==> src/cdsp_defs.svh <==
`ifndef CDSP_DEFS_SVH
`define CDSP_DEFS_SVH
// Summary of operation
// - Commands execute only on strobe falling edge.
// - Command clock also clocks subcode Q out.
// - Ready flag shows Q byte standing by.
// - Subcode frame sync falls entering standby, except when a crystal frame tick in the same cycle sets it.
// - Crystal frame sync is divided 7.35 kHz.
// - Reference clocks at 16.9344/33.8688 and 4.2336 MHz.
// - Noise mode rejects command clock glitches under 500 ns.

// ============================================================
// Clock and timing
`define CDSP_CLK_HZ     100000000
`define CDSP_FRAME_HZ   7350
`define CDSP_FRAME_HALF (`CDSP_CLK_HZ / (2 * `CDSP_FRAME_HZ))
`define CDSP_NR_NS      500
`define CDSP_NR_CYC     ((`CDSP_NR_NS * (`CDSP_CLK_HZ / 1000000) + 999) / 1000)
`define CDSP_REF_HZ     16934400
`define CDSP_QUAD_HZ    33868800
`define CDSP_QTR_HZ     4233600

// ============================================================
// Command codes and sizes
`define CDSP_CMD_NR_ON  8'hEF
`define CDSP_CMD_NR_OFF 8'hEE
`define CDSP_FIFO_W     8
`define CDSP_FIFO_D     8
`define CDSP_SQ_BITS    4'h8
`endif

==> src/cdsp_pkg.sv <==
// ============================================================
// Shared types of the command and subcode port.
package cdsp_pkg;
    // Number of whole command bytes received in a strobe window.
    typedef enum logic [1:0] {
        RX_EMPTY = 2'b00,
        RX_ONE   = 2'b01,
        RX_TWO   = 2'b10,
        RX_OVER  = 2'b11
    } cdsp_rx_e;
    // One command or subcode byte.
    typedef logic [7:0] cdsp_byte_t;
endpackage

==> src/cdsp_port.sv <==
`timescale 1ns/10ps
`default_nettype none
`include "cdsp_defs.svh"

// ============================================================
// Subcode Q byte buffer with registered ready and valid.
module cdsp_fifo #(
    parameter int W = 8,
    parameter int D = 8
) (
    input  wire logic         clk,
    input  wire logic         arst_n,
    input  wire logic [W-1:0] in_data,
    input  wire logic         in_valid,
    output var  logic         in_ready,
    output var  logic [W-1:0] out_data,
    output var  logic         out_valid,
    input  wire logic         out_ready
);
    localparam int AW = $clog2(D);
    logic [W-1:0]  mem_q [D];   // Storage words.
    logic [AW-1:0] wr_q;        // Write index.
    logic [AW-1:0] rd_q;        // Read index.
    logic [AW:0]   cnt_q;       // Words held.
    logic [AW:0]   cnt_d;       // Next word count.
    logic          push;        // Word accepted this cycle.
    logic          pop;         // Word drained this cycle.

    assign push = in_valid && in_ready;
    assign pop  = out_valid && out_ready;
    assign out_data = mem_q[rd_q];

    // Next count follows pushes and pops.
    always_comb begin
        cnt_d = cnt_q + (AW+1)'(push) - (AW+1)'(pop);
    end

    // Pointers, count and honest full and empty flags.
    always_ff @(posedge clk or negedge arst_n) begin
        if (!arst_n) begin
            wr_q      <= '0;
            rd_q      <= '0;
            cnt_q     <= '0;
            in_ready  <= 1'h1;
            out_valid <= 1'h0;
        end else begin
            if (push) begin
                wr_q <= wr_q + AW'(1);
            end
            if (pop) begin
                rd_q <= rd_q + AW'(1);
            end
            cnt_q     <= cnt_d;
            in_ready  <= cnt_d != (AW+1)'(D);
            out_valid <= cnt_d != '0;
        end
    end

    // Data words are written without reset.
    always_ff @(posedge clk) begin
        if (push) begin
            mem_q[wr_q] <= in_data;
        end
    end
endmodule

// ============================================================
// Command receiver, subcode Q readout and reference clocks.
module cdsp_port
    import cdsp_pkg::*;
#(
    parameter int FRAME_HALF = `CDSP_FRAME_HALF
) (
    input  wire logic       CLOCK,
    input  wire logic       ARST_N,
    input  wire logic       RW_STROBE,
    input  wire logic       CMD_DATA_IN,
    input  wire logic       CMD_SHIFT_CLK,
    input  wire logic       QUAD_SPEED,
    input  wire logic [7:0] SUBQ_IN_DATA,
    input  wire logic       SUBQ_IN_VALID,
    output var  logic       SUBQ_IN_READY,
    output var  logic       SUBQ_SERIAL_OUT,
    output var  logic       SUBQ_READY_FLAG,
    output var  logic       SUBCODE_FRAME_SYNC,
    output var  logic       CRYSTAL_FRAME_SYNC,
    output var  logic       REF_CLK_OUT,
    output var  logic       QUARTER_REF_CLK_OUT,
    output var  logic       CMD_VALID,
    output var  logic [7:0] CMD_CODE,
    output var  logic [7:0] CMD_PARAM,
    output var  logic       CMD_TWO_BYTE,
    output var  logic       NOISE_FILTER_ON
);
    localparam int NR_CYC = `CDSP_NR_CYC;
    // Phase step of a 32-bit accumulator for a given output rate.
    function automatic logic [31:0] nco_inc(input int hz);
        return 32'((64'(hz) << 32) / 64'(`CDSP_CLK_HZ));
    endfunction

    logic       rw_prev_q;   // Strobe one cycle ago.
    logic       clk_f_q;     // Filtered command clock.
    logic       clk_prev_q;  // Filtered clock one cycle ago.
    logic [5:0] nr_cnt_q;    // Stable-time counter of the filter.
    cdsp_byte_t sh_q;        // Command shift register.
    logic [2:0] bit_q;       // Bits of the current byte.
    cdsp_rx_e   rx_q;        // Whole bytes received.
    cdsp_byte_t byte0_q;     // Command code.
    cdsp_byte_t byte1_q;     // Command parameter.
    cdsp_byte_t sq_sh_q;     // Subcode Q output shifter.
    logic [3:0] sq_cnt_q;    // Subcode bits left to read.
    logic [12:0] fr_cnt_q;   // Frame divider count.
    logic [31:0] acc_q;      // Reference clock accumulator.
    logic [31:0] acc4_q;     // Quarter clock accumulator.
    logic       frame_tick;  // Crystal frame sync rises now.
    logic       ready_d;     // Next standby flag.
    logic       pop;         // Load the next subcode byte.
    logic [7:0] fifo_data;   // Head word of the buffer.
    logic       fifo_valid;  // Buffer holds a word.
    // Edge strobes from one cycle of input history.
    wire logic  rw_rise  = RW_STROBE && !rw_prev_q;
    wire logic  rw_fall  = !RW_STROBE && rw_prev_q;
    wire logic  clk_rise = clk_f_q && !clk_prev_q;

    // ============================================================
    // Input history for edge detection.
    always_ff @(posedge CLOCK or negedge ARST_N) begin
        if (!ARST_N) begin
            rw_prev_q  <= 1'h0;
            clk_prev_q <= 1'h0;
        end else begin
            rw_prev_q  <= RW_STROBE;
            clk_prev_q <= clk_f_q;
        end
    end

    // Glitch filter: in noise mode a level must hold NR_CYC cycles.
    always_ff @(posedge CLOCK or negedge ARST_N) begin
        if (!ARST_N) begin
            clk_f_q  <= 1'h0;
            nr_cnt_q <= '0;
        end else if (!NOISE_FILTER_ON) begin
            clk_f_q  <= CMD_SHIFT_CLK;
            nr_cnt_q <= '0;
        end else if (CMD_SHIFT_CLK == clk_f_q) begin
            nr_cnt_q <= '0;
        end else if (nr_cnt_q == 6'(NR_CYC - 1)) begin
            clk_f_q  <= CMD_SHIFT_CLK;
            nr_cnt_q <= '0;
        end else begin
            nr_cnt_q <= nr_cnt_q + 6'h1;
        end
    end

    // ============================================================
    // Command shifting; a rising strobe drops partial bits.
    always_ff @(posedge CLOCK or negedge ARST_N) begin
        if (!ARST_N) begin
            sh_q    <= '0;
            bit_q   <= '0;
            rx_q    <= RX_EMPTY;
            byte0_q <= '0;
            byte1_q <= '0;
        end else if (rw_rise) begin
            bit_q <= '0;
            rx_q  <= RX_EMPTY;
        end else if (RW_STROBE && clk_rise) begin
            sh_q  <= {CMD_DATA_IN, sh_q[7:1]};
            bit_q <= bit_q + 3'h1;
            if (bit_q == 3'h7) begin
                // A full byte: first is the code, second the parameter.
                case (rx_q)
                    RX_EMPTY: begin
                        byte0_q <= {CMD_DATA_IN, sh_q[7:1]};
                        rx_q    <= RX_ONE;
                    end
                    RX_ONE: begin
                        byte1_q <= {CMD_DATA_IN, sh_q[7:1]};
                        rx_q    <= RX_TWO;
                    end
                    default: begin
                        rx_q <= RX_OVER;
                    end
                endcase
            end
        end
    end

    // Execution at the strobe fall; malformed frames are dropped.
    always_ff @(posedge CLOCK or negedge ARST_N) begin
        if (!ARST_N) begin
            CMD_VALID       <= 1'h0;
            CMD_CODE        <= '0;
            CMD_PARAM       <= '0;
            CMD_TWO_BYTE    <= 1'h0;
            NOISE_FILTER_ON <= 1'h0;
        end else begin
            CMD_VALID <= 1'h0;
            if (rw_fall && (rx_q == RX_ONE || rx_q == RX_TWO)) begin
                CMD_VALID    <= 1'h1;
                CMD_CODE     <= byte0_q;
                CMD_TWO_BYTE <= rx_q == RX_TWO;
                CMD_PARAM    <= (rx_q == RX_TWO) ? byte1_q : 8'h00;
                if (byte0_q == `CDSP_CMD_NR_ON) begin
                    NOISE_FILTER_ON <= 1'h1;
                end else if (byte0_q == `CDSP_CMD_NR_OFF) begin
                    NOISE_FILTER_ON <= 1'h0;
                end
            end
        end
    end

    // ============================================================
    // Subcode Q readout, clocked out by the command clock.
    cdsp_fifo #(
        .W(`CDSP_FIFO_W),
        .D(`CDSP_FIFO_D)
    ) u_fifo (
        .clk      (CLOCK),
        .arst_n   (ARST_N),
        .in_data  (SUBQ_IN_DATA),
        .in_valid (SUBQ_IN_VALID),
        .in_ready (SUBQ_IN_READY),
        .out_data (fifo_data),
        .out_valid(fifo_valid),
        .out_ready(pop)
    );

    assign pop = fifo_valid && sq_cnt_q == 4'h0;
    // The flag drops with the first read rise, not a cycle after it.
    assign ready_d = !RW_STROBE &&
                     (pop || (sq_cnt_q == `CDSP_SQ_BITS && !clk_rise));
    // Load a byte when idle; each clock rise in read mode shifts it.
    always_ff @(posedge CLOCK or negedge ARST_N) begin
        if (!ARST_N) begin
            sq_sh_q  <= '0;
            sq_cnt_q <= '0;
        end else if (pop) begin
            sq_sh_q  <= fifo_data;
            sq_cnt_q <= `CDSP_SQ_BITS;
        end else if (!RW_STROBE && clk_rise && sq_cnt_q != 4'h0) begin
            sq_sh_q  <= {1'h0, sq_sh_q[7:1]};
            sq_cnt_q <= sq_cnt_q - 4'h1;
        end
    end

    // Serial bit, standby flag and subcode frame sync.
    always_ff @(posedge CLOCK or negedge ARST_N) begin
        if (!ARST_N) begin
            SUBQ_SERIAL_OUT    <= 1'h0;
            SUBQ_READY_FLAG    <= 1'h0;
            SUBCODE_FRAME_SYNC <= 1'h0;
        end else begin
            SUBQ_SERIAL_OUT <= pop ? fifo_data[0] : sq_sh_q[0];
            SUBQ_READY_FLAG <= ready_d;
            if (frame_tick) begin
                SUBCODE_FRAME_SYNC <= 1'h1;
            end else if (ready_d && !SUBQ_READY_FLAG) begin
                SUBCODE_FRAME_SYNC <= 1'h0;
            end
        end
    end

    // ============================================================
    // Crystal-derived frame sync and reference clocks.
    assign frame_tick = fr_cnt_q == 13'(FRAME_HALF - 1) &&
                        !CRYSTAL_FRAME_SYNC;

    // Frame divider toggles every FRAME_HALF cycles.
    always_ff @(posedge CLOCK or negedge ARST_N) begin
        if (!ARST_N) begin
            fr_cnt_q           <= '0;
            CRYSTAL_FRAME_SYNC <= 1'h0;
        end else if (fr_cnt_q == 13'(FRAME_HALF - 1)) begin
            fr_cnt_q           <= '0;
            CRYSTAL_FRAME_SYNC <= !CRYSTAL_FRAME_SYNC;
        end else begin
            fr_cnt_q <= fr_cnt_q + 13'h1;
        end
    end

    // Accumulator tops form the reference clocks.
    always_ff @(posedge CLOCK or negedge ARST_N) begin
        if (!ARST_N) begin
            acc_q  <= '0;
            acc4_q <= '0;
        end else begin
            acc_q  <= acc_q + (QUAD_SPEED ? nco_inc(`CDSP_QUAD_HZ) :
                                            nco_inc(`CDSP_REF_HZ));
            acc4_q <= acc4_q + nco_inc(`CDSP_QTR_HZ);
        end
    end

    assign REF_CLK_OUT         = acc_q[31];
    assign QUARTER_REF_CLK_OUT = acc4_q[31];
endmodule
`default_nettype wire

==> config.mk <==
export PLATFORM = sky130hd
export DESIGN_NAME = cdsp_port
export DESIGN_NICKNAME = d
export VERILOG_FILES = /design/src/cdsp_pkg.sv /design/src/cdsp_port.sv
export VERILOG_INCLUDE_DIRS = /design/src
export SDC_FILE = /design/constraint.sdc
export NUM_CORES = 1
export LEC_CHECK = 0
export ABC_AREA = 0
export BUFFER_PORTS_ARGS = -buffer_cell sky130_fd_sc_hd__buf_2
export CORE_MARGIN = 4
export CORE_UTILIZATION = 28
export CTS_CLUSTER_DIAMETER = 150
export DETAILED_ROUTE_END_ITERATION = 12
export PLACE_DENSITY_LB_ADDON = 0.25
export SYNTH_ARGS = -nofsm -noshare
export SYNTH_HDL_FRONTEND = slang
export SYNTH_HIERARCHICAL = 1
export SYNTH_SLANG_ARGS = --single-unit
export TNS_END_PERCENT = 100
==> constraint.sdc <==
create_clock -name CLOCK -period 2.8 [get_ports CLOCK]
set_input_delay 0.42 -clock CLOCK [delete_from_list [all_inputs] [get_ports CLOCK]]
set_output_delay 0.42 -clock CLOCK [all_outputs]
set_load 0.01 [all_outputs]
==> impl_metrics.env, run 1 <==
export IMPL_fmax_mhz=378.9
export IMPL_yosysUniqueCellTypes=67
export IMPL_synth_top_cell_area_share_pct=38.90
export IMPL_synth_most_common_cell="dfrtp_1"
export IMPL_drt_wl_total_um=19910
export IMPL_grt_max_degree=71
export IMPL_tightest_slew_ps=694.8
export IMPL_via_per_inst=4.577
export IMPL_dr_first_iter_drc_count=364
export IMPL_grt_pass1_vias=6650
export IMPL_grt_pass1_wl_um=34430
export IMPL_hold_path_startpoint="RW_STROBE"
export IMPL_fin_util_pct=33.96
export IMPL_status="complete, no violations"
export IMPL_yosys_top_cells_area="dfrtp_1 (39%), edfxtp_1 (19%), ha_1 (4.6%), xnor2_1 (4.2%), mux4_1 (4.1%)"
export IMPL_cp_top_family="adder cells"
export IMPL_fin_nets=968
export IMPL_synthFlopType="dfrtp_1"
export IMPL_rows=69
export IMPL_finClkSkew_ps=6.139
export IMPL_yosys_top_cells_count="dfrtp_1 (160), nand2_1 (110), edfxtp_1 (64)"
export IMPL_syn2layout_area_growth_pct=18.48
export IMPL_cts_buffer_depth=3
export IMPL_ys_warn_count=6
export IMPL_cp_common_cell="inv_1"
export IMPL_synthArstFlopShare_pct=71.56
export IMPL_start_util_pct=28.66
export IMPL_slowest_delay_ps=490
export IMPL_drv_slew=0
export IMPL_synthCells=829
export IMPL_crit_chain="inv_2 -> ha_4 -> nand2b_4 -> nor2_4 -> and2_4 -> nand2_1 -> inv_1 -> ha_1 -> inv_1 -> ha_1 -> inv_1 -> fa_1 -> inv_1 -> nor3_2 -> a21bo_2"
export IMPL_antennaDiodeCount=0
export IMPL_pin_count=41
export IMPL_ff2ff_path_depth=15
export IMPL_path_class="flip-flop to flip-flop"
export IMPL_dr_pass1_iters=4
export IMPL_drive_above_1_share_pct=18.97
export IMPL_period_needed_ps=2639
export IMPL_synth_avg_cell_area_um2=12.42
export IMPL_wl_per_cell_um=14.28
export IMPL_synth_edf_count=64
export IMPL_synth_net_count=884
export IMPL_cp_required_ps=3210
export IMPL_finalSetupViolCount=0
export IMPL_cap_violations=0
export IMPL_path_clk_slew_ps=60
export IMPL_whs_path_depth=1
export IMPL_startpoint_type="flip-flop"
export IMPL_htreeDepth=1
export IMPL_placed_cells=1342
export IMPL_insertion_delay_ps=520
export IMPL_dieArea_um2=39890
export IMPL_cts_tree="done"
export IMPL_yosysTopAreaCell="dfrtp_1"
export IMPL_fin_tns_setup_ps=0
export IMPL_crit_slowest_cell="fa_1"
export IMPL_ys_seq_area_share_pct=57.82
export IMPL_grt_ovfl_total=0
export IMPL_rsz0062_at_grt="no"
export IMPL_place_gp_congestion=0.7593
export IMPL_irDropWorstVdd_uv=437.8
export IMPL_vias=6381
export IMPL_root_buffer="clkbuf_16"
export IMPL_cts_made_buffers=27
export IMPL_hold_viol=0
export IMPL_dp_slack_ps=41.25
export IMPL_dp_hpwl_um=13340
export IMPL_antenna_found_initial=1
export IMPL_leakagePower_nw=5.233
export IMPL_core_area_um2=35910
export IMPL_io_buffers=40
export IMPL_reg2reg_to="u_fifo/out_valid"
export IMPL_grt_use_total_pct=10.35
export IMPL_worst_slack_ps=160.9
export IMPL_fp_dieH_um=199.7
export IMPL_ant_nets=0
export IMPL_fin_cells=1394
export IMPL_rr_startpoint="sq_cnt_q[0]"
export IMPL_r2r_setup_slack_ps=160
export IMPL_worstSetupEndpointType="flip-flop"
export IMPL_drc=0
export IMPL_min_to="rw_prev_q"
export IMPL_cp_num_buf_inv=5
export IMPL_min_path_type="input port to flip-flop"
export IMPL_maxSlewHeadroom_pct=53.68
export IMPL_p_total_mw=10.98
export IMPL_worstPathMaxFanout=3
export IMPL_synth_seq_cells=225
export IMPL_cp_arrival_ps=3050
export IMPL_finalCritPeriodShare_pct=94.25
export IMPL_syn_area_um2=10290
export IMPL_powerDensity_nw_per_um2=900.1
export IMPL_die_w_um=199.7
export IMPL_cts_sinks=225
export IMPL_crit_cells=15
==> per-layer routing <==
layer / wire length [um] / GRT usage (%) / vias to the layer above
li1: - / - / 3174
met1: 9713 / 14.52 / 3099
met2: 9109 / 16.84 / 78
met3: 656 / 1.779 / 28
met4: 424 / 2.491 / 2
met5: 7 / 0 / -
==> cell families (layout without fill, tap and decap cells) <==
kind of cell,count (synthesis),in the layout,share of synthesized area (%)
simple gates,257,257,11.78
flops,225,225,57.82
compound gates,123,123,8.497
xor+xnor,78,78,6.637
buf+inv,54,158,2.236
mux,52,52,8.022
fa+ha+maj,40,40,5.008
==> per-stage QoR <==
step,area [um^2],hold WS [ps]
after floorplan,10300,124.4
after global placement,11240,408.3
after detailed placement,11240,409.9
after CTS,12150,112.3
after global routing,12200,136.0
final,12200,140.9
==> flip-flops by register name, summed over array words and instances (netlist names), 4 cells and up <==
name,count
acc_q,32
fr_cnt_q,13
CMD_PARAM,8
sq_sh_q,8
sq_cnt_q,4
byte1_q,8
u_fifo/cnt_q,4
u_fifo/mem_q,64
byte0_q,8
acc4_q,32
nr_cnt_q,6
sh_q,7
CMD_CODE,8
==> worst max path at each step <==
stage	slack, ps	from	to
finish	160	sq_cnt_q[0]	u_fifo/out_valid
detailed placement	40	sq_cnt_q[0]	u_fifo/out_valid
global route	8	sq_cnt_q[1]	u_fifo/out_valid
floorplan	30	sq_cnt_q[0]	u_fifo/out_valid
CTS	30	sq_cnt_q[0]	u_fifo/out_valid
global placement	120	QUAD_SPEED	acc_q[30]
==> where the power goes <==
part / switching [mW] / total, mW / internal, mW / leakage, nW
combinational: 1.57 / 3.06 / 1.49 / 2.17
sequential: 0.435 / 4.42 / 3.98 / 2.63
clock: 1.40 / 3.50 / 2.10 / 0.434
total: 3.40 / 11.0 / 7.57 / 5.23
==> what timing repair did <==
action / 4_1_cts / 5_1_grt
buffers inserted: 0 / 2
hold endpoints to repair: 43 / 0
hold buffers: 1 / 0
resized for setup: 0 / 8
setup endpoints to repair: 0 / 2
==> worst reg2reg max path: cells and delay by family (launching register included) <==
family | cells | cell delay, ps
simple gates | 5 | 590
buf+inv | 5 | 300
flops | 1 | 400
compound gates | 1 | 240
fa+ha+maj | 4 | 1000
==> layout by cell type (no fill, tap or decap), types with 15 or more instances in the layout <==
| cell | Yosys | layout |
|---|---|---|
| a21oi_1 | 24 | 24 |
| buf_2 | 2 | 39 |
| buf_4 | 0 | 31 |
| clkbuf_16 | 0 | 27 |
| dfrtp_1 | 160 | 160 |
| edfxtp_1 | 64 | 64 |
| ha_1 | 38 | 37 |
| inv_1 | 34 | 32 |
| mux2_2 | 36 | 36 |
| mux4_1 | 16 | 16 |
| nand2_1 | 110 | 110 |
| nand3_1 | 31 | 31 |
| nor2_1 | 41 | 40 |
| nor3_1 | 16 | 15 |
| o21ai_0 | 22 | 22 |
| xnor2_1 | 49 | 49 |
| xor2_1 | 29 | 29 |
==> layout make-up <==
cell class / instances / area [um^2]
clock buffers: 31 / 710.7
clock inverters: 18 / 188.9
fillers: 3585 / 23720
inverters: 35 / 131.4
multi-input cells: 550 / 4146
flip-flops and latches: 225 / 5952
well taps: 461 / 576.8
repair buffers: 74 / 489.2
No activity file was read; power rests on OpenSTA's default activity.
==> run 2: changes to the inputs <==
--- a/config.mk
+++ b/config.mk
@@ -12,6 +12,7 @@
 export CORE_UTILIZATION = 28
 export CTS_CLUSTER_DIAMETER = 150
 export DETAILED_ROUTE_END_ITERATION = 12
+export GPL_ROUTABILITY_DRIVEN = 0
 export PLACE_DENSITY_LB_ADDON = 0.25
 export SYNTH_ARGS = -nofsm -noshare
 export SYNTH_HDL_FRONTEND = slang
==> constraint.sdc (replaced) <==
create_clock -name CLOCK -period 3.1 [get_ports CLOCK]
set_input_delay 0.465 -clock CLOCK [delete_from_list [all_inputs] [get_ports CLOCK]]
set_output_delay 0.465 -clock CLOCK [all_outputs]
set_load 0.01 [all_outputs]
==> impl_metrics.env, run 2 (synthesis results as in run 1) <==
export IMPL_status="complete, no violations"
export IMPL_crit_start="sq_cnt_q[0]"
export IMPL_worstSetupEndpointType="flip-flop"
export IMPL_cts_made_buffers=27
export IMPL_p_total_mw=9.979
export IMPL_p_comb_share_pct=26.5
export IMPL_cap_violations=0
export IMPL_cp_arrival_ps=3180
export IMPL_wl_per_cell_um=14.47
export IMPL_fmax_mhz=360.4
export IMPL_final_common_cell="dfrtp_1"
export IMPL_hold_viol=0
export IMPL_clkPwrFrac_pct=33.3
export IMPL_finClkSkew_ps=8.087
export IMPL_antenna_found_initial=0
export IMPL_place_area_um2=11150
export IMPL_dieArea_um2=39890
export IMPL_power_switching_mw=3.008
export IMPL_final_cell_mix="dfrtp_1 (160), nand2_1 (110), edfxtp_1 (64)"
export IMPL_start_util_pct=28.66
export IMPL_maxSlewHeadroom_pct=48.29
export IMPL_fin_area_um2=12100
export IMPL_pin_count=41
export IMPL_rows=69
export IMPL_grt_ovfl_total=0
export IMPL_htreeDepth=1
export IMPL_cts_sinks=225
export IMPL_crit_slowest_cell="fa_1"
export IMPL_reg_top3="u_fifo/mem_q (64), acc4_q (32), acc_q (32)"
export IMPL_swShare_pct=30.15
export IMPL_cp_required_ps=3510
export IMPL_core_area_um2=35910
export IMPL_path_class="flip-flop to flip-flop"
export IMPL_drv_slew=0
export IMPL_vias=6374
export IMPL_grt_max_degree=73
export IMPL_dr_pass1_iters=6
export IMPL_cts_buffer_depth=3
export IMPL_period_needed_ps=2775
export IMPL_finalSetupViolCount=0
export IMPL_insertion_delay_ps=520
export IMPL_antennaDiodeCount=0
export IMPL_fin_tns_setup_ps=0
export IMPL_min_path_type="input port to flip-flop"
export IMPL_fp_dieH_um=199.7
export IMPL_cp_num_buf_inv=5
export IMPL_ff2ff_path_depth=15
export IMPL_rr_startpoint="sq_cnt_q[0]"
export IMPL_via_per_inst=4.612
export IMPL_cp_common_cell="inv_1"
export IMPL_cts_tree="done"
export IMPL_root_buffer="clkbuf_16"
export IMPL_startpoint_type="flip-flop"
export IMPL_r2r_setup_slack_ps=330
export IMPL_grt_pass1_wl_um=33940
export IMPL_cp_top_family="adder cells"
export IMPL_cts_resized=0
export IMPL_fin_nets=956
export IMPL_dp_hpwl_um=13580
export IMPL_largest_reg_flops=64
export IMPL_powerDensity_nw_per_um2=824.5
export IMPL_seq_power_share_pct=40.2
export IMPL_p_int_mw=6.971
export IMPL_placed_cells=1332
export IMPL_finalCritPeriodShare_pct=89.51
export IMPL_reg2reg_to="u_fifo/out_valid"
export IMPL_grt_pass1_vias=6510
export IMPL_grt_use_total_pct=10.25
export IMPL_fin_util_pct=33.70
export IMPL_syn2layout_area_growth_pct=17.59
export IMPL_leakagePower_nw=5.191
export IMPL_drc=0
export IMPL_drt_wl_total_um=20000
export IMPL_cp_endpoint="u_fifo/out_valid"
export IMPL_path_clk_slew_ps=60
export IMPL_irDropWorstVdd_uv=401.7
export IMPL_slowest_delay_ps=480
export IMPL_crit_chain="inv_1 -> ha_1 -> nand2b_1 -> nor2_1 -> and2_1 -> nand2_1 -> inv_1 -> ha_1 -> inv_1 -> ha_1 -> inv_1 -> fa_1 -> inv_1 -> nor3_1 -> a21bo_2"
export IMPL_dr_first_iter_drc_count=310
export IMPL_ant_nets=0
export IMPL_rsz0062_at_grt="no"
export IMPL_crit_cells=15
export IMPL_regMostFlops="u_fifo/mem_q"
export IMPL_fin_cells=1382
export IMPL_worstPathMaxFanout=4
export IMPL_drive_above_1_share_pct=16.61
export IMPL_die_w_um=199.7
export IMPL_io_buffers=40
export IMPL_tightest_slew_ps=775.6
## run 2: per-layer routing
metal,global-route usage [%],wire length (um),share of wire (%),up-vias
li1,-,-,-,3141
met1,14.86,9950,50,3108
met2,15.96,8821,44,93
met3,1.863,781,3.9,32
met4,2.667,450,2.2,0
met5,0,0,0,-
## run 2: metrics by stage
step	hold slack (ps)	setup WS (ps)
floorplan	169.4	129.7
global placement	447.1	274.3
detailed placement	451.6	241.5
CTS	154.1	297.2
global route	176.6	43.55
finish	190.4	325.1
## run 2: power by group through the flow
| stage | clock network [mW] | registers, mW | logic [mW] |
|---|---|---|---|
| 2_1_floorplan | 0 | 3.90 | 2.13 |
| 3_3_place_gp | 0 | 4.06 | 2.66 |
| 3_5_place_dp | 0 | 4.07 | 2.67 |
| 4_1_cts | 3.44 | 4.02 | 2.69 |
| 5_1_grt | 3.58 | 4.08 | 3.01 |
| 6_report | 3.32 | 4.01 | 2.65 |
## run 2: cell type report
| class | count | area, um^2 |
|---|---|---|
| clock inverters | 13 | 196.4 |
| fillers | 3599 | 23810 |
| inverters | 35 | 131.4 |
| flip-flops and latches | 225 | 5952 |
| clock buffers | 36 | 749.5 |
| well taps | 461 | 576.8 |
| multi-input cells | 550 | 4111 |
| repair buffers | 62 | 386.6 |
## run 2: worst reg2reg max path, stage by stage (launching register included)
cell and delay, ps:
dfrtp_1 400, inv_1 60, ha_1 150, nand2b_1 70
nor2_1 180, and2_1 170, nand2_1 100, inv_1 80
ha_1 220, inv_1 50, ha_1 150, inv_1 50
fa_1 480, inv_1 50, nor3_1 200, a21bo_2 240
## run 2: worst min-delay path by stage
stage	end	slack, ps	cells after the start	startpoint
floorplan	CMD_CODE[0]	170	0	ARST_N
global placement	CMD_PARAM[5]	450	2	CMD_PARAM[5]
detailed placement	acc4_q[9]	450	1	acc4_q[9]
CTS	rw_prev_q	150	1	RW_STROBE
global route	rw_prev_q	180	1	RW_STROBE
finish	rw_prev_q	190	1	RW_STROBE
## run 2: timing repair
| action | CTS | global route |
|---|---|---|
| endpoints found under the hold margin | 22 | 0 |
| hold buffers | 1 | 0 |
| setup buffers | 0 | 0 |
==> run 3: changes to the inputs <==
--- a/config.mk
+++ b/config.mk
@@ -12,10 +12,8 @@
 export CORE_UTILIZATION = 28
 export CTS_CLUSTER_DIAMETER = 150
 export DETAILED_ROUTE_END_ITERATION = 12
-export GPL_ROUTABILITY_DRIVEN = 0
 export PLACE_DENSITY_LB_ADDON = 0.25
 export SYNTH_ARGS = -nofsm -noshare
 export SYNTH_HDL_FRONTEND = slang
-export SYNTH_HIERARCHICAL = 1
 export SYNTH_SLANG_ARGS = --single-unit
 export TNS_END_PERCENT = 100
==> impl_metrics.env, run 3 <==
export IMPL_status="complete, no violations"
export IMPL_drc=0
export IMPL_ys_seq_area_share_pct=59.49
export IMPL_ant_nets=0
export IMPL_final_cell_mix="dfrtp_1 (160), nand2_1 (106), edfxtp_1 (64)"
export IMPL_synth_top_cell_area_share_pct=40.02
export IMPL_worst_slack_ps=496.1
export IMPL_drv_slew=0
export IMPL_htreeDepth=1
export IMPL_fin_util_pct=33.91
export IMPL_dp_hpwl_um=12870
export IMPL_synth_xor_area_share_pct=6.828
export IMPL_synth_mux_area_share_pct=6.728
export IMPL_cp_required_ps=3530
export IMPL_crit_slowest_cell="fa_1"
export IMPL_antennaDiodeCount=0
export IMPL_fmax_mhz=384.0
export IMPL_rsz0062_at_grt="no"
export IMPL_r2r_setup_slack_ps=500
export IMPL_slowest_delay_ps=430
export IMPL_nFillCells=3511
export IMPL_yosys_top_cells_count="dfrtp_1 (160), nand2_1 (106), edfxtp_1 (64)"
export IMPL_root_buffer="clkbuf_16"
export IMPL_cts_made_buffers=26
export IMPL_start_util_pct=28.68
export IMPL_leakagePower_nw=5.066
export IMPL_path_class="flip-flop to flip-flop"
export IMPL_period_needed_ps=2604
export IMPL_synth_compound_area_share_pct=7.879
export IMPL_grt_pass1_vias=6240
export IMPL_syn2layout_area_growth_pct=18.25
export IMPL_synth_avg_cell_area_um2=12.32
export IMPL_core_area_um2=34880
export IMPL_crit_chain="fa_1 -> a21oi_1 -> a21oi_1 -> o31a_1 -> o31ai_1 -> a21oi_1 -> a211oi_1 -> buf_4 -> mux2i_1"
export IMPL_synth_top_family_by_area="simple AND/OR/NAND/NOR gates"
export IMPL_ys_warn_count=0
export IMPL_vias=6081
export IMPL_startpoint_type="flip-flop"
export IMPL_whs_path_depth=1
export IMPL_hold_path_startpoint="RW_STROBE"
export IMPL_fin_nets=943
export IMPL_finalCritPeriodShare_pct=84.00
export IMPL_syn_area_um2=10000
export IMPL_cp_common_cell="a21oi_1"
export IMPL_path_clk_slew_ps=60
export IMPL_synthFlopType="dfrtp_1"
export IMPL_cp_arrival_ps=3030
export IMPL_worstPathMaxFanout=4
export IMPL_synth_simple_area_share_pct=12.17
export IMPL_place_gp_congestion=0.7415
export IMPL_dr_pass1_iters=5
export IMPL_fin_tns_setup_ps=0
export IMPL_maxSlewHeadroom_pct=47.52
export IMPL_drt_wl_total_um=18870
export IMPL_via_per_inst=4.468
export IMPL_finalSetupViolCount=0
export IMPL_synth_seq_cells=225
export IMPL_drive_above_1_share_pct=17.55
export IMPL_antenna_found_initial=0
export IMPL_grt_use_total_pct=9.785
export IMPL_regMostFlops="u_fifo.mem_q"
export IMPL_synthArstFlopShare_pct=71.56
export IMPL_cts_buffer_depth=3
export IMPL_yosysUniqueCellTypes=62
export IMPL_yosysTopAreaCell="dfrtp_1"
export IMPL_cts_hold_fix_buffers=1
export IMPL_largest_reg_flops=64
export IMPL_cts_setup_buffers=0
export IMPL_ff2ff_path_depth=9
export IMPL_grt_max_degree=71
export IMPL_synth_most_common_cell="dfrtp_1"
export IMPL_finClkSkew_ps=22.19
export IMPL_synth_net_count=867
export IMPL_cts_resized=0
export IMPL_fin_area_um2=11830
export IMPL_grt_ovfl_total=0
export IMPL_worstSetupEndpointType="flip-flop"
export IMPL_powerDensity_nw_per_um2=826.5
export IMPL_fp_dieH_um=197.0
export IMPL_die_w_um=197.0
export IMPL_cap_violations=0
export IMPL_yosys_top_cells_area="dfrtp_1 (40%), edfxtp_1 (19%), ha_1 (4.8%), nand2_1 (4.0%), xnor2_1 (3.9%)"
export IMPL_reg_top3="u_fifo.mem_q (64), acc4_q (32), acc_q (32)"
export IMPL_final_common_cell="dfrtp_1"
export IMPL_place_area_um2=10890
export IMPL_tightest_slew_ps=784.3
export IMPL_rows=68
export IMPL_synthCells=812
export IMPL_hold_viol=0
export IMPL_insertion_delay_ps=530
export IMPL_crit_start="acc_q[0]"
export IMPL_wl_per_cell_um=13.86
export IMPL_pin_count=41
export IMPL_grt_pass1_wl_um=31970
export IMPL_cp_endpoint="acc_q[30]"
export IMPL_synth_edf_count=64
export IMPL_reg2reg_to="acc_q[30]"
export IMPL_rr_startpoint="acc_q[0]"
export IMPL_synthAdderAreaFrac_pct=5.153
export IMPL_dp_slack_ps=162.8
export IMPL_irDropWorstVdd_uv=484.9
export IMPL_cts_tree="done"
export IMPL_dieArea_um2=38820
export IMPL_io_buffers=40
export IMPL_cts_sinks=225
export IMPL_dr_first_iter_drc_count=260
export IMPL_min_path_type="input port to flip-flop"
-- run 3: cell count changes after synthesis, moves of 7 or more --
cell	change
a22oi_1	-7
mux2_2	-10
mux4_1	-16
mux4_2	+16
nand3_1	-12
nor2_1	+14
nor2b_1	+7
-- run 3: cells by family after synthesis --
family                     Yosys count
and+or+nand+nor                    260
DFF                                225
AOI/OAI and AO/OA                  119
xor gates and xnor gates            78
buffers and inverters               46
muxes                               44
adders and majority gates           40
-- run 3: layer usage --
layer	GRT usage, %	routed length [um]	share of wire (%)
met2	15.25	8255	44
met3	1.450	609	3.2
met4	2.799	420	2.2
met1	14.26	9580	51
met5	0	0	0
-- run 3: where the power goes --
part / total [mW] / internal, mW / switching [mW]
registers: 3.97 / 3.60 / 0.364
logic: 2.54 / 1.23 / 1.32
clock network: 3.26 / 2.06 / 1.20
-- run 3: area by class of cell --
type / instances / area [um^2] / share of cell area (%)
Sequential cell: 225 / 5952 / 50.31
Timing Repair Buffer: 61 / 379.1 / 3.205
Clock inverter: 16 / 210.2 / 1.777
Clock buffer: 30 / 716.9 / 6.060
Inverter: 33 / 123.9 / 1.047
Multi-Input combinational cell: 541 / 3879 / 32.79
Tap cell: 455 / 569.3 / 4.812
-- run 3: per-stage QoR --
step / cells / total power [mW] / hold WS [ps]
6_report: 1361 / 9.778 / 211.9
5_1_grt: 1361 / 10.42 / 209.6
4_1_cts: 1361 / 9.956 / 189.9
3_5_place_dp: 1314 / 6.607 / 441.6
3_3_place_gp: 1314 / 6.596 / 441.2
2_1_floorplan: 812 / 5.886 / 169.4
-- run 3: worst max-delay path, delay by kind of cell (launching register included) --
kind	cells	cell delay [ps]
adders and majority gates	1	430
buffers and inverters	1	170
AOI/OAI and AO/OA	6	1350
muxes	1	170
DFF	1	400
-- run 3: how the worst min path moves through the flow --
stage / endpoint / slack (ps)
after detailed placement: acc_q[22] / 440
after CTS: rw_prev_q / 190
after floorplan: CMD_CODE[0] / 170
after global routing: rw_prev_q / 210
final: rw_prev_q / 210
after global placement: acc_q[22] / 440
